==> src/logic/smartcard_regs_pkg.sv <==
/*
 * Register map, field positions and reset values of the global
 * interrupt, GPIO and settings block. Assumes nothing of its users.
 */
package smartcard_regs_pkg;
    localparam int         GPIO_COUNT      = 4;
    localparam logic [7:0] ADDR_VERSION    = 8'h40;
    localparam logic [7:0] ADDR_STATUS     = 8'h41;
    localparam logic [7:0] ADDR_SETTINGS   = 8'h42;
    localparam logic [7:0] ADDR_GPIO       = 8'h43;
    localparam logic [7:0] ADDR_MASK       = 8'h44;
    // Status bit positions
    localparam int         ST_USER         = 7;
    localparam int         ST_MODULE_LSB   = 4;
    localparam int         ST_THERMAL      = 3;
    localparam int         ST_SUPERVISOR   = 2;
    localparam int         ST_SYNC         = 1;
    localparam int         ST_GPIO         = 0;
    // Mask bit positions
    localparam int         MK_SOON         = 7;
    localparam int         MK_TIMEOUT      = 6;
    localparam int         MK_OVERCURRENT  = 5;
    localparam int         MK_SYNC         = 4;
    localparam int         MK_THERMAL      = 3;
    localparam int         MK_SUPERVISOR   = 2;
    localparam int         MK_GPIO         = 1;
    localparam int         MK_PRESENCE     = 0;
    // Settings and GPIO fields
    localparam int         SET_BOOST       = 7;
    localparam int         SET_DIR_LSB     = 2;
    localparam int         LVL_IN_LSB      = 4;
    // Reset values
    localparam logic [7:0] STATUS_RESET    = 8'h00;
    localparam logic       BOOST_RESET     = 1'b1;
    localparam logic [3:0] DIR_RESET       = 4'h0;
    localparam logic [3:0] DRIVE_RESET     = 4'hf;
    localparam logic [7:0] MASK_RESET      = 8'h00;
    localparam logic [7:0] VERSION_DEFAULT = 8'h5a; // Arbitrary code
endpackage : smartcard_regs_pkg

==> src/logic/block_link_if.sv <==
/*
 * Carrier between the register core and its GPIO and status helpers.
 * Assumes all parties run on the same clock.
 */
`timescale 1ns/1ns
interface block_link_if;
    logic [3:0] dir;
    logic [3:0] drive;
    logic [3:0] level;
    logic       changed;
    logic [7:0] setEvents;
    logic       readClear;
    logic [7:0] status;
    modport regs (output dir, drive, setEvents, readClear, input level, changed, status);
    modport gpio (input dir, drive, output level, changed);
    modport irq  (input setEvents, readClear, output status);
endinterface : block_link_if

==> src/logic/gpio_port.sv <==
/*
 * Four GPIO pins: input synchroniser, change detect, direction and
 * output drive. Assumes pin levels are asynchronous to clk.
 */
`timescale 1ns/1ns
module gpio_port
    import smartcard_regs_pkg::*;
(
    input  wire logic              clk,
    input  wire logic              reset,
    input  wire logic              ce,
    input  wire logic [3:0]        pinIn,
    output logic      [3:0]        pinOut,
    output logic      [3:0]        pinOe,
    block_link_if.gpio             link
);
    logic [3:0] meta, sync, prev, out, oe;
    logic [3:0] next_meta, next_sync, next_prev, next_out, next_oe;

    always_comb begin
        next_meta = meta;
        next_sync = sync;
        next_prev = prev;
        next_out  = out;
        next_oe   = oe;
        if (ce) begin
            next_meta = pinIn;
            next_sync = meta;
            next_prev = sync;
            next_oe   = ~link.dir;
            next_out  = link.drive;
        end
    end

    always_ff @(posedge clk) begin
        if (reset) begin
            meta <= 4'h0;
            sync <= 4'h0;
            prev <= 4'h0;
            out  <= DRIVE_RESET;
            oe   <= ~DIR_RESET;
        end else begin
            meta <= next_meta;
            sync <= next_sync;
            prev <= next_prev;
            out  <= next_out;
            oe   <= next_oe;
        end
    end

    assign link.level   = sync;
    assign link.changed = ce && |((sync ^ prev) & link.dir);
    assign pinOut       = out;
    assign pinOe        = oe;
endmodule : gpio_port

==> src/logic/irq_status.sv <==
/*
 * Sticky interrupt status flags, cleared by a status read.
 * Assumes set and clear strobes arrive on clk, one cycle each.
 */
`timescale 1ns/1ns
module irq_status
    import smartcard_regs_pkg::*;
(
    input  wire logic              clk,
    input  wire logic              reset,
    input  wire logic              ce,
    block_link_if.irq              link
);
    logic [7:0] flags, next_flags;

    always_comb begin
        next_flags = flags;
        // A set in the clearing cycle survives
        if (ce)
            next_flags = (flags & ~{8{link.readClear}}) | link.setEvents;
    end

    always_ff @(posedge clk) begin
        if (reset)
            flags <= STATUS_RESET;
        else
            flags <= next_flags;
    end

    assign link.status = flags;
endmodule : irq_status

==> src/logic/smartcard_irq_gpio_regs.sv <==
/*
 * Global register block: version, interrupt status, device settings,
 * GPIO levels and user card interrupt mask, with interrupt pin.
 * Assumes the register port and event pulses come from logic on clk
 * and that GPIO pin levels are asynchronous.
 */
`timescale 1ns/1ns
// Functional notes
// - User card events set status bit 7
// - Module events set status bits 6..4
// - Interrupt pin low while any flag set
// - Status flags read-only, cleared by reading
// - Thermal deactivation sets status bit 3
// - Supervisor deactivation sets status bit 2
// - Sync activation complete sets status bit 1
// - GPIO input change sets status bit 0
// - Settings bit 7 boost enable, reset 1
// - Settings bits 5..2 GPIO direction, reset 0
// - GPIO bits 7..4 read pin levels
// - GPIO bits 3..0 drive levels, reset 1
// - Mask bits 7..5 block early/timeout/overcurrent
// - Mask bit 4 blocks sync complete
// - Mask bit 3 blocks thermal shutdown
// - Mask bit 2 blocks supervisor fault
// - Mask bit 1 blocks all GPIO inputs
// - Mask bit 0 blocks presence change
// - Mask bit one masks, zero unmasks
module smartcard_irq_gpio_regs
    import smartcard_regs_pkg::*;
#(
    parameter logic [7:0] VERSION_CODE = VERSION_DEFAULT
)
(
    input  wire logic              clk,
    input  wire logic              reset,
    input  wire logic              ce,
    input  wire logic [7:0]        regAddr,
    input  wire logic              regWrite,
    input  wire logic              regRead,
    input  wire logic [7:0]        regWdata,
    output logic      [7:0]        regRdata,
    output logic                   regRvalid,
    input  wire logic              userOvercurrent,
    input  wire logic              userAnswerTimeout,
    input  wire logic              userAnswerSoon,
    input  wire logic              userSupplyRamp,
    input  wire logic              userPresenceChange,
    input  wire logic [3:1]        moduleEvent,
    input  wire logic              thermalDeact,
    input  wire logic              supervisorDeact,
    input  wire logic              syncComplete,
    input  wire logic [3:0]        gpioIn,
    output logic      [3:0]        gpioOut,
    output logic      [3:0]        gpioOe,
    output logic                   boostEnable,
    output logic                   irqPinN
);
    block_link_if link ();

    logic       boost, next_boost;
    logic [3:0] dir, next_dir;
    logic [3:0] drive, next_drive;
    logic [7:0] mask, next_mask;
    logic [7:0] rdata, next_rdata;
    logic       rvalid, next_rvalid;
    logic       pinN, next_pinN;
    logic [7:0] events;
    logic       userHit;

    function automatic logic hit(input logic [7:0] addr, input logic [7:0] target);
        hit = (addr == target);
    endfunction : hit

    function automatic logic pass(input logic ev, input logic block);
        pass = ev & ~block;
    endfunction : pass

    gpio_port u_gpio (
        .clk    (clk),
        .reset  (reset),
        .ce     (ce),
        .pinIn  (gpioIn),
        .pinOut (gpioOut),
        .pinOe  (gpioOe),
        .link   (link.gpio)
    );

    irq_status u_irq (
        .clk    (clk),
        .reset  (reset),
        .ce     (ce),
        .link   (link.irq)
    );

    // Event gathering, masked events never reach the flags
    always_comb begin
        userHit = pass(userAnswerSoon, mask[MK_SOON])
                | pass(userAnswerTimeout, mask[MK_TIMEOUT])
                | pass(userOvercurrent, mask[MK_OVERCURRENT])
                | pass(userPresenceChange, mask[MK_PRESENCE])
                | userSupplyRamp;
        events = 8'h00;
        events[ST_USER] = userHit;
        events[ST_MODULE_LSB +: 3] = {moduleEvent[1], moduleEvent[2], moduleEvent[3]};
        events[ST_THERMAL] = pass(thermalDeact, mask[MK_THERMAL]);
        events[ST_SUPERVISOR] = pass(supervisorDeact, mask[MK_SUPERVISOR]);
        events[ST_SYNC] = pass(syncComplete, mask[MK_SYNC]);
        events[ST_GPIO] = pass(link.changed, mask[MK_GPIO]);
        if (!ce)
            events = 8'h00;
    end

    assign link.setEvents = events;
    assign link.readClear = ce && regRead && hit(regAddr, ADDR_STATUS);
    assign link.dir       = dir;
    assign link.drive     = drive;

    // Register writes
    always_comb begin
        next_boost = boost;
        next_dir   = dir;
        next_drive = drive;
        next_mask  = mask;
        if (ce && regWrite) begin
            if (hit(regAddr, ADDR_SETTINGS)) begin
                next_boost = regWdata[SET_BOOST];
                next_dir   = regWdata[SET_DIR_LSB +: GPIO_COUNT];
            end
            if (hit(regAddr, ADDR_GPIO))
                next_drive = regWdata[GPIO_COUNT-1:0];
            if (hit(regAddr, ADDR_MASK))
                next_mask = regWdata;
        end
    end

    always_ff @(posedge clk) begin
        if (reset) begin
            boost <= BOOST_RESET;
            dir   <= DIR_RESET;
            drive <= DRIVE_RESET;
            mask  <= MASK_RESET;
        end else begin
            boost <= next_boost;
            dir   <= next_dir;
            drive <= next_drive;
            mask  <= next_mask;
        end
    end

    // Read data, answer one cycle after the strobe
    always_comb begin
        next_rdata  = rdata;
        next_rvalid = rvalid;
        next_pinN   = pinN;
        if (ce) begin
            next_rvalid = regRead;
            next_pinN   = ~|link.status;
            if (regRead) begin
                unique case (regAddr)
                    ADDR_VERSION:  next_rdata = VERSION_CODE;
                    ADDR_STATUS:   next_rdata = link.status;
                    ADDR_SETTINGS: next_rdata = {boost, 1'b0, dir, 2'b00};
                    ADDR_GPIO:     next_rdata = {link.level, drive};
                    ADDR_MASK:     next_rdata = mask;
                    default:       next_rdata = 8'h00;
                endcase
            end
        end
    end

    always_ff @(posedge clk) begin
        if (reset) begin
            rdata  <= 8'h00;
            rvalid <= 1'b0;
            pinN   <= 1'b1;
        end else begin
            rdata  <= next_rdata;
            rvalid <= next_rvalid;
            pinN   <= next_pinN;
        end
    end

    assign regRdata    = rdata;
    assign regRvalid   = rvalid;
    assign irqPinN     = pinN;
    assign boostEnable = boost;
endmodule : smartcard_irq_gpio_regs

==> config.mk <==
export PLATFORM = sky130hd
export DESIGN_NAME = smartcard_irq_gpio_regs
export DESIGN_NICKNAME = d
export VERILOG_FILES = /design/src/logic/smartcard_regs_pkg.sv /design/src/logic/block_link_if.sv /design/src/logic/gpio_port.sv /design/src/logic/irq_status.sv /design/src/logic/smartcard_irq_gpio_regs.sv
export SDC_FILE = /design/constraint.sdc
export NUM_CORES = 1
export LEC_CHECK = 0
export BUFFER_PORTS_ARGS = -buffer_cell sky130_fd_sc_hd__buf_2
export CAP_MARGIN = 25
export CORE_UTILIZATION = 40
export DETAILED_ROUTE_END_ITERATION = 12
export PLACE_DENSITY_LB_ADDON = 0.1
export SLEW_MARGIN = 20
export SYNTH_ARGS = -nofsm -noshare
export SYNTH_HDL_FRONTEND = slang
export SYNTH_SLANG_ARGS = --single-unit
==> constraint.sdc <==
create_clock -name clk -period 5.2 [get_ports clk]
set_clock_uncertainty 0.2 [all_clocks]
set_input_delay 0.78 -clock clk [delete_from_list [all_inputs] [get_ports clk]]
set_output_delay 0.78 -clock clk [all_outputs]
set_load 0.1 [all_outputs]
After elaboration in Yosys (flattened, before gate mapping)
Cells that the tools add are included.
{ "op_classes": {"add_sub_neg": 0, "mul": 0, "div": 0, "magnitude_cmp": 0, "n_eq_ne": 5, "shifts": 0, "mux": 2, "bitwise": 26, "n_reduce_logical": 11} }
{ "op_table": {"columns": ["operator", "count"], "rows": [
  ["== test 8 x 7 -> 1 bit (second input constant)", 5],
  ["case mux 8 bit (5 select lines)", 1],
  ["AND 1 bit", 8],
  ["AND 8 bit", 1],
  ["2-to-1 mux 8 bit", 1],
  ["NOT 1 bit", 8],
  ["NOT 8 bit", 1],
  ["OR 8 bit", 1],
  ["AND reduction 2 bit", 4],
  ["OR reduction 8 bit", 1],
  ["AND 4 bit", 1],
  ["logical AND 1 bit", 4],
  ["NOT 4 bit", 1],
  ["OR 1 bit", 4],
  ["OR reduction 4 bit", 1],
  ["bitwise XOR 4 bit", 1],
  ["zero test 1 bit", 1]
]} }
{ "word_totals": {"reg_bits": 55, "latch_bits": 0, "ram_bits": 0, "mem_bits_ro": 0, "output_inout_bits": 19, "n_memories": 0} }

Depth between registers and ports, before layout
Gate-level depths: netlist of the first run.
{ "depth": {"ltp_word": 8, "ltp_mapped": 6, "ltp_nobuf": 4} }

By module
A second synthesis of the first run with hierarchy kept.
{ "hier_totals": {"hier_cells": 275, "hier_area_um2": 2582.5} }
{ "by_module_without_submodules": {"columns": ["module", "instances", "cells_each", "area_per_inst_um2", "seq_area_each_um2"], "rows": [
  ["smartcard_irq_gpio_regs", 1, 163, 1422.6, 540.5],
  ["gpio_port", 1, 76, 784.5, 400.4],
  ["irq_status", 1, 36, 375.4, 160.2]
]} }

Least setup slack after synthesis of the first run
No wires, ideal clock.
{ "synth_timing": {"path_type": "input -> register", "start": "input regAddr[5]", "end": "register u_irq.flags[1] (netlist: u_irq.link.status[1])", "setup_time_ns": 0.128, "t_arrival_ns": 2.160, "required_time_ns": 4.872, "setup_slack_ns": 2.712, "path_stages": 6, "cell_sequence": "or4_1 buf_2 or4_1 buf_2 a32oi_1 nor2_1"} }
{ "synth_via": {"elab_chain_cells": 5} }
{ "synth_lines": {"columns": ["item", "line_no", "rtl"], "rows": [
  ["from (decl)", "smartcard_irq_gpio_regs.sv:37", "input wire logic [7:0] regAddr,"],
  ["== test 8 x 7 -> 1 bit", "smartcard_irq_gpio_regs.sv:71", "hit = (addr == target);"],
  ["logical AND 1 bit", "smartcard_irq_gpio_regs.sv:114", "assign link.readClear = ce && regRead && hit(regAddr, ADDR_STATUS);"],
  ["NOT 8 bit", "irq_status.sv:20", "next_flags = (flags & ~{8{link.readClear}}) | link.setEvents;"],
  ["AND 8 bit", "irq_status.sv:20", null],
  ["OR 8 bit", "irq_status.sv:20", null],
  ["to (signal assigned)", "irq_status.sv:27", "flags <= next_flags;"],
  ["to (decl)", "irq_status.sv:14", "logic [7:0] flags, next_flags;"]
]} }
Every way passes these cells.
A chain may end at the register's enable or synchronous reset.

Worst setup path in the final report of the first run
{ "layout_timing": {"start": "input ce", "end": "register u_irq.flags[2] (netlist: u_irq.link.status[2])"} }
{ "layout_via": {"elab_chain_cells": 5, "word_cells_on_any_way": 6} }
{ "layout_lines": {"columns": ["item", "line_no", "rtl"], "rows": [
  ["from (decl)", "smartcard_irq_gpio_regs.sv:36", "input wire logic ce,"],
  ["logical AND 1 bit (2 in a row)", "smartcard_irq_gpio_regs.sv:114", null],
  ["NOT 8 bit", "irq_status.sv:20", null],
  ["AND 8 bit", "irq_status.sv:20", null],
  ["OR 8 bit", "irq_status.sv:20", null]
]} }
Several ways; a longest one is shown, not always the timed one.

==> results of run 1 <==
-- cells in the mapped netlist, types with 6 or more instances --
library cell and count:
nor2b_1 6, a21oi_1 8, a22o_1 14, mux2i_1 25, nor2_1 41, clkbuf_1 6, nand2_1 15, nand2b_1 10
dfxtp_1 55, inv_1 9, nor3_1 7
-- routing by layer --
metal	share of wire	track usage
met3	0.052	0.0448
met5	0	0
met1	0.47	0.262
met2	0.46	0.309
met4	0.015	0.0636
-- state kept, by name, indices dropped and copies added (netlist names) --
signal,flops
dir,4
u_gpio.prev,4
u_gpio.link.level,4
drive,4
regRdata,8
u_gpio.pinOut,4
u_gpio.pinOe,4
u_gpio.meta,4
boostEnable,1
irqPinN,1
mask,8
regRvalid,1
u_irq.link.status,8
-- cells in the final DEF (no fill, tap or decap), drive strengths merged, types with 3 or more instances in the layout --
| master | count |
|---|---|
| buf | 56 |
| a221oi | 4 |
| a32oi | 3 |
| dfxtp | 55 |
| a222oi | 3 |
| inv | 9 |
| a21oi | 8 |
| clkbuf | 7 |
| a22o | 14 |
| nor2 | 41 |
| a22oi | 5 |
| xor2 | 4 |
| nand2 | 15 |
| nand2b | 10 |
| nor3 | 8 |
| a211o | 5 |
| nor4 | 3 |
| mux2i | 25 |
| o21ai | 5 |
| nor2b | 6 |
-- worst register-to-register path, delay by kind of cell, from the launching register on --
family          cells  cell delay, ps
compound gates      3             610
flops               1             340
simple gates        1             140
-- power breakdown --
part / switching [mW] / total [mW] / internal (mW)
sequential: 0.00776 / 0.439 / 0.432
combinational: 0.0647 / 0.0972 / 0.0325
clock: 0.137 / 0.258 / 0.121
total: 0.209 / 0.795 / 0.586
-- how the worst min path moves through the flow --
stage / end / cells past startpoint / slack [ps] / start
after floorplan: u_irq.link.status[0] / 2 / 240 / u_irq.link.status[0]
after global placement: irqPinN / 2 / 250 / irqPinN
after detailed placement: irqPinN / 2 / 260 / irqPinN
after CTS: regRvalid / 2 / 280 / regRvalid
after global routing: regRdata[6] / 1 / 310 / regRdata[6]
final: regRvalid / 2 / 280 / regRvalid
-- cell type report --
type / count / area (um2) / area share
Clock buffer: 7 / 96.3 / 0.0342
Tap cell: 72 / 90.1 / 0.0320
Inverter: 9 / 33.8 / 0.0120
Multi-Input combinational cell: 176 / 1190 / 0.422
Timing Repair Buffer: 56 / 298 / 0.106
Sequential cell: 55 / 1100 / 0.391
Clock inverter: 1 / 7.51 / 0.00267
-- through the flow --
step / power, mW / worst slack [ps] / area, um2
finish: 0.795 / 2300 / 2810
floorplan: 0.516 / 2710 / 2380
detailed placement: 0.545 / 1910 / 2690
CTS: 0.801 / 2250 / 2790
global route: 0.829 / 2130 / 2810
global placement: 0.545 / 1810 / 2680
-- kinds of logic (layout without fill, tap and decap cells) --
logic type	count (synthesis)	in the layout	share of synthesized area
AND/OR/NAND/NOR	93	93	0.203
flip-flops	55	55	0.462
AO/OA/AOI/OAI	54	54	0.173
multiplexers	25	25	0.105
buffers and inverters	24	73	0.0425
XOR/XNOR	4	4	0.0147
==> flow_summary.ini, run 1 <==
[critical_path]
r2r_start = mask[6]
crit_path_start_kind = input pin
crit_path_top_delay_cell = or4_1
crit_end = u_irq.link.status[2]
crit_arrival_ps = 2900
slowest_delay_ps = 790
worstSetupPathDepth = 5
worstPathMaxFanout = 40
crit_buf_inv = 1
cp-end-kind = flop
worst-r2r-setup-slack_ps = 3810
r2r_end = regRdata[6]
critPathKind = in2reg
critPathLaunch = ce
worstPathRequired_ps = 5200
reg2reg_depth = 4
crit_path_cell_trace = buf_2, nand2_1, or4_1, a32oi_1, nor2_1
critical-path-top-delay-family = simple AND/OR/NAND/NOR gates

[floorplan]
die_w_um = 79.2
rows = 27
dieHeight_um = 79.2
start_util = 0.425
ios = 55
dieArea_um2 = 6270
coreArea_um2 = 5610

[finish]
nFillCells = 579
diodes = 0
drive_gt1_frac = 0.230
final_util = 0.502
nNetsFinal = 339
area_growth_pct = 18.1
final_cells = 376

[pwr]
peakVddDrop_uv = 182
p_leak_nw = 1.14
powerDensity_nw_per_um2 = 282

[global_routing]
grt_pass1_wl_um = 9310
antenna_found_initial = 0
gr-usage-all-layers = 0.195
grt_max_degree = 59
overflow = 0
grt_pass1_vias = 1840

[sta]
tightestPinTransition_ps = 819
max_freq_ghz = 0.345
rsz0062_at_grt = no
holdWs_ps = 279
hold_violations = 0
period_share = 0.558
relSlewSlack = 0.454
report.final.slew_viol_count = 0
tns_ps = 0
finalCriticalPeriod_ps = 2900
setup_viol = 0

[drt]
route.detailed.drc = 0
antenna_left = 0
vias = 2026
wl_per_cell_um = 15.3
drtIter0Drc = 124
viasPerCell = 5.39
drt_first_pass_iters = 5
wirelength_um = 5740

[clock_tree]
clk_latency_ps = 310
cts_buffers = 5
cts.sinks = 55
clkTransAtPathRegs_ps = 90
cts_hold_buf = 0
post-cts-setup-buffer-count = 0
root_buffer = clkbuf_8
cts_buffer_depth = 2
h-tree-depth = 2
cts_tree = done
post_cts_resized = 0

[placed_design]
dp_hpwl_um = 4160
gp_congestion = 0.791
dp_cells = 367
portBuffers = 54

[worst_hold_path]
hold_class = reg2reg

[yosys]
yosysTopAreaCell = dfxtp_1
syn_nets = 291
ys_types = 37
synthArstFlopShare = 0
synth_edf_count = 0
synthCells = 255
synth_seq_cells = 55
synth-warning-count = 0
synth_seq_area_share = 0.462
avgSynthCellArea_um2 = 9.35
yosys_most_used_dff = dfxtp_1
synthesis.area_um2 = 2380
yosys-top-cells-area = dfxtp_1 (46%), mux2i_1 (10%), nor2_1 (6.5%)
synth_top_area_share = 0.462

[job]
drv_cap = 0

[outcome]
outcome = finished clean
No activity file was read; power rests on OpenSTA's default activity.
==> inputs of run 2 (changes only) <==
==> constraint.sdc (replaced) <==
create_clock -name clk -period 2.95 [get_ports clk]
set_clock_uncertainty 0.2 [all_clocks]
set_input_delay 0.4425 -clock clk [delete_from_list [all_inputs] [get_ports clk]]
set_output_delay 0.4425 -clock clk [all_outputs]
set_load 0.1 [all_outputs]
==> run 2 against run 1 <==
Against the previous run: cell area shrank 0.44%; die area stayed put; highest routed layer unchanged; hold slack got worse by 110 ps; register-to-register slack worse by 2300 ps; sequential cell count unchanged; total power increased by 69%; sequential share of layout area is 0.17 points higher.
==> flow_summary.ini, run 2 (synthesized netlist as in run 1, its figures left out) <==
[global_routing]
gr-usage-all-layers = 0.195
overflow = 0
grt_max_degree = 40
antenna_found_initial = 0
grt_pass1_vias = 1812
use_met3 = 0.0310
met2_usage = 0.315
grt_pass1_wl_um = 9210
grt-busiest-layer = met2
gr-usage-met1 = 0.254

[clock_tree]
cts_buffers = 5
cts_buffer_depth = 2
h-tree-depth = 2
cts_hold_buf = 0
clk_latency_ps = 310
root_buffer = clkbuf_8
cts_tree = done
post-cts-setup-buffer-count = 0
clkTransAtPathRegs_ps = 90
post_cts_resized = 0
cts.sinks = 55

[finish]
area_growth_pct = 17.5
layout_common_cells = dfxtp_1 (55), buf_2 (54), nor2_1 (41)
nFillCells = 555
final_cells = 379
layout_commonest_cell = dfxtp_1
seqCellArea_um2 = 1100
nNetsFinal = 342
multiInputGateArea_um2 = 1190
drive_gt1_frac = 0.231
diodes = 0

[drt]
viasPerCell = 5.23
route.detailed.drc = 0
antenna_left = 0
drtIter0Drc = 112
vias = 1981
wirelength_um = 5700
drt_first_pass_iters = 4
wl_per_cell_um = 15.1

[critical_path]
cp-end-kind = flop
crit_path_cell_trace = buf_2, or4_1, or4_1, a32oi_1, nor2_1
crit_arrival_ps = 2110
worst-r2r-setup-slack_ps = 1550
crit_top_cell = or4_1
worstPathMaxFanout = 8
crit_buf_inv = 1
crit_path_top_delay_cell = or4_1
critical-path-top-delay-family = simple AND/OR/NAND/NOR gates
critPathKind = in2reg
slowest_delay_ps = 660
crit_path_start_kind = input pin
worstPathRequired_ps = 2920

[sta]
relSlewSlack = 0.512
finalCriticalPeriod_ps = 2140
tightestPinTransition_ps = 731
rsz0062_at_grt = no
report.final.slew_viol_count = 0
max_freq_ghz = 0.467
hold_violations = 0
tns_ps = 0
period_share = 0.726
setup_viol = 0

[job]
drv_cap = 0

[placed_design]
portBuffers = 54
gp_congestion = 0.821
dp_hpwl_um = 4240
dp_cells = 371

[pwr]
p_leak_nw = 1.14
powerDensity_nw_per_um2 = 480
peakVddDrop_uv = 220

[floorplan]
start_util = 0.425
dieArea_um2 = 6270
coreArea_um2 = 5610
rows = 27
die_w_um = 79.2
dieHeight_um = 79.2
ios = 55

[worst_hold_path]
hold_class = in2reg

[outcome]
outcome = finished clean
==> run 2: changes by cell type in the layout (fill, tap and decap cells not counted) <==
cell,before,now
clkbuf_1,0,2
clkinvlp_4,1,0
buf_12,1,0
buf_4,1,5
clkinv_2,0,1
clkbuf_8,7,5
==> run 2: area by class of cell <==
| class | instances | area share |
|---|---|---|
| multi-input cells | 176 | 0.424 |
| flip-flops and latches | 55 | 0.393 |
| repair buffers | 59 | 0.110 |
| well taps | 72 | 0.0322 |
| clock buffers | 7 | 0.0272 |
| inverters | 9 | 0.0121 |
| clock inverters | 1 | 0.00179 |
==> run 2: metal layers <==
layer	up-vias	share of wire
met4	0	0.019
met2	52	0.47
met5	-	0
li1	1011	-
met1	909	0.47
met3	9	0.040
==> run 2: power breakdown <==
part | switching [mW] | leakage, nW | internal (mW)
Sequential | 0.0132 | 0.448 | 0.761
Combinational | 0.115 | 0.651 | 0.0568
Clock | 0.232 | 0.0422 | 0.167
==> run 2: worst paths after layout <==
check / cells past startpoint / to / startpoint
max: 5 / u_irq.link.status[3] / regAddr[5]
min: 3 / u_gpio.meta[2] / gpioIn[2]
max reg2reg: 4 / u_irq.link.status[0] / u_gpio.link.level[3]
min reg2reg: 2 / regRvalid / regRvalid
==> run 2: worst min-delay path, cell delays in order <==
cell and delay [ps]:
buf_2 70, mux2i_1 50, nor2_1 70
==> run 2: through the flow <==
stage / setup WS, ps / hold WS [ps] / utilization / area [um2] / total power, mW
final: 808 / 168 / 0.500 / 2800 / 1.35
after global routing: 734 / 158 / 0.500 / 2800 / 1.41
after CTS: 822 / 161 / 0.500 / 2800 / 1.36
after detailed placement: 480 / 255 / 0.485 / 2720 / 0.964
after global placement: 512 / 250 / 0.485 / 2720 / 0.963
after floorplan: 800 / 245 / - / 2380 / 0.909
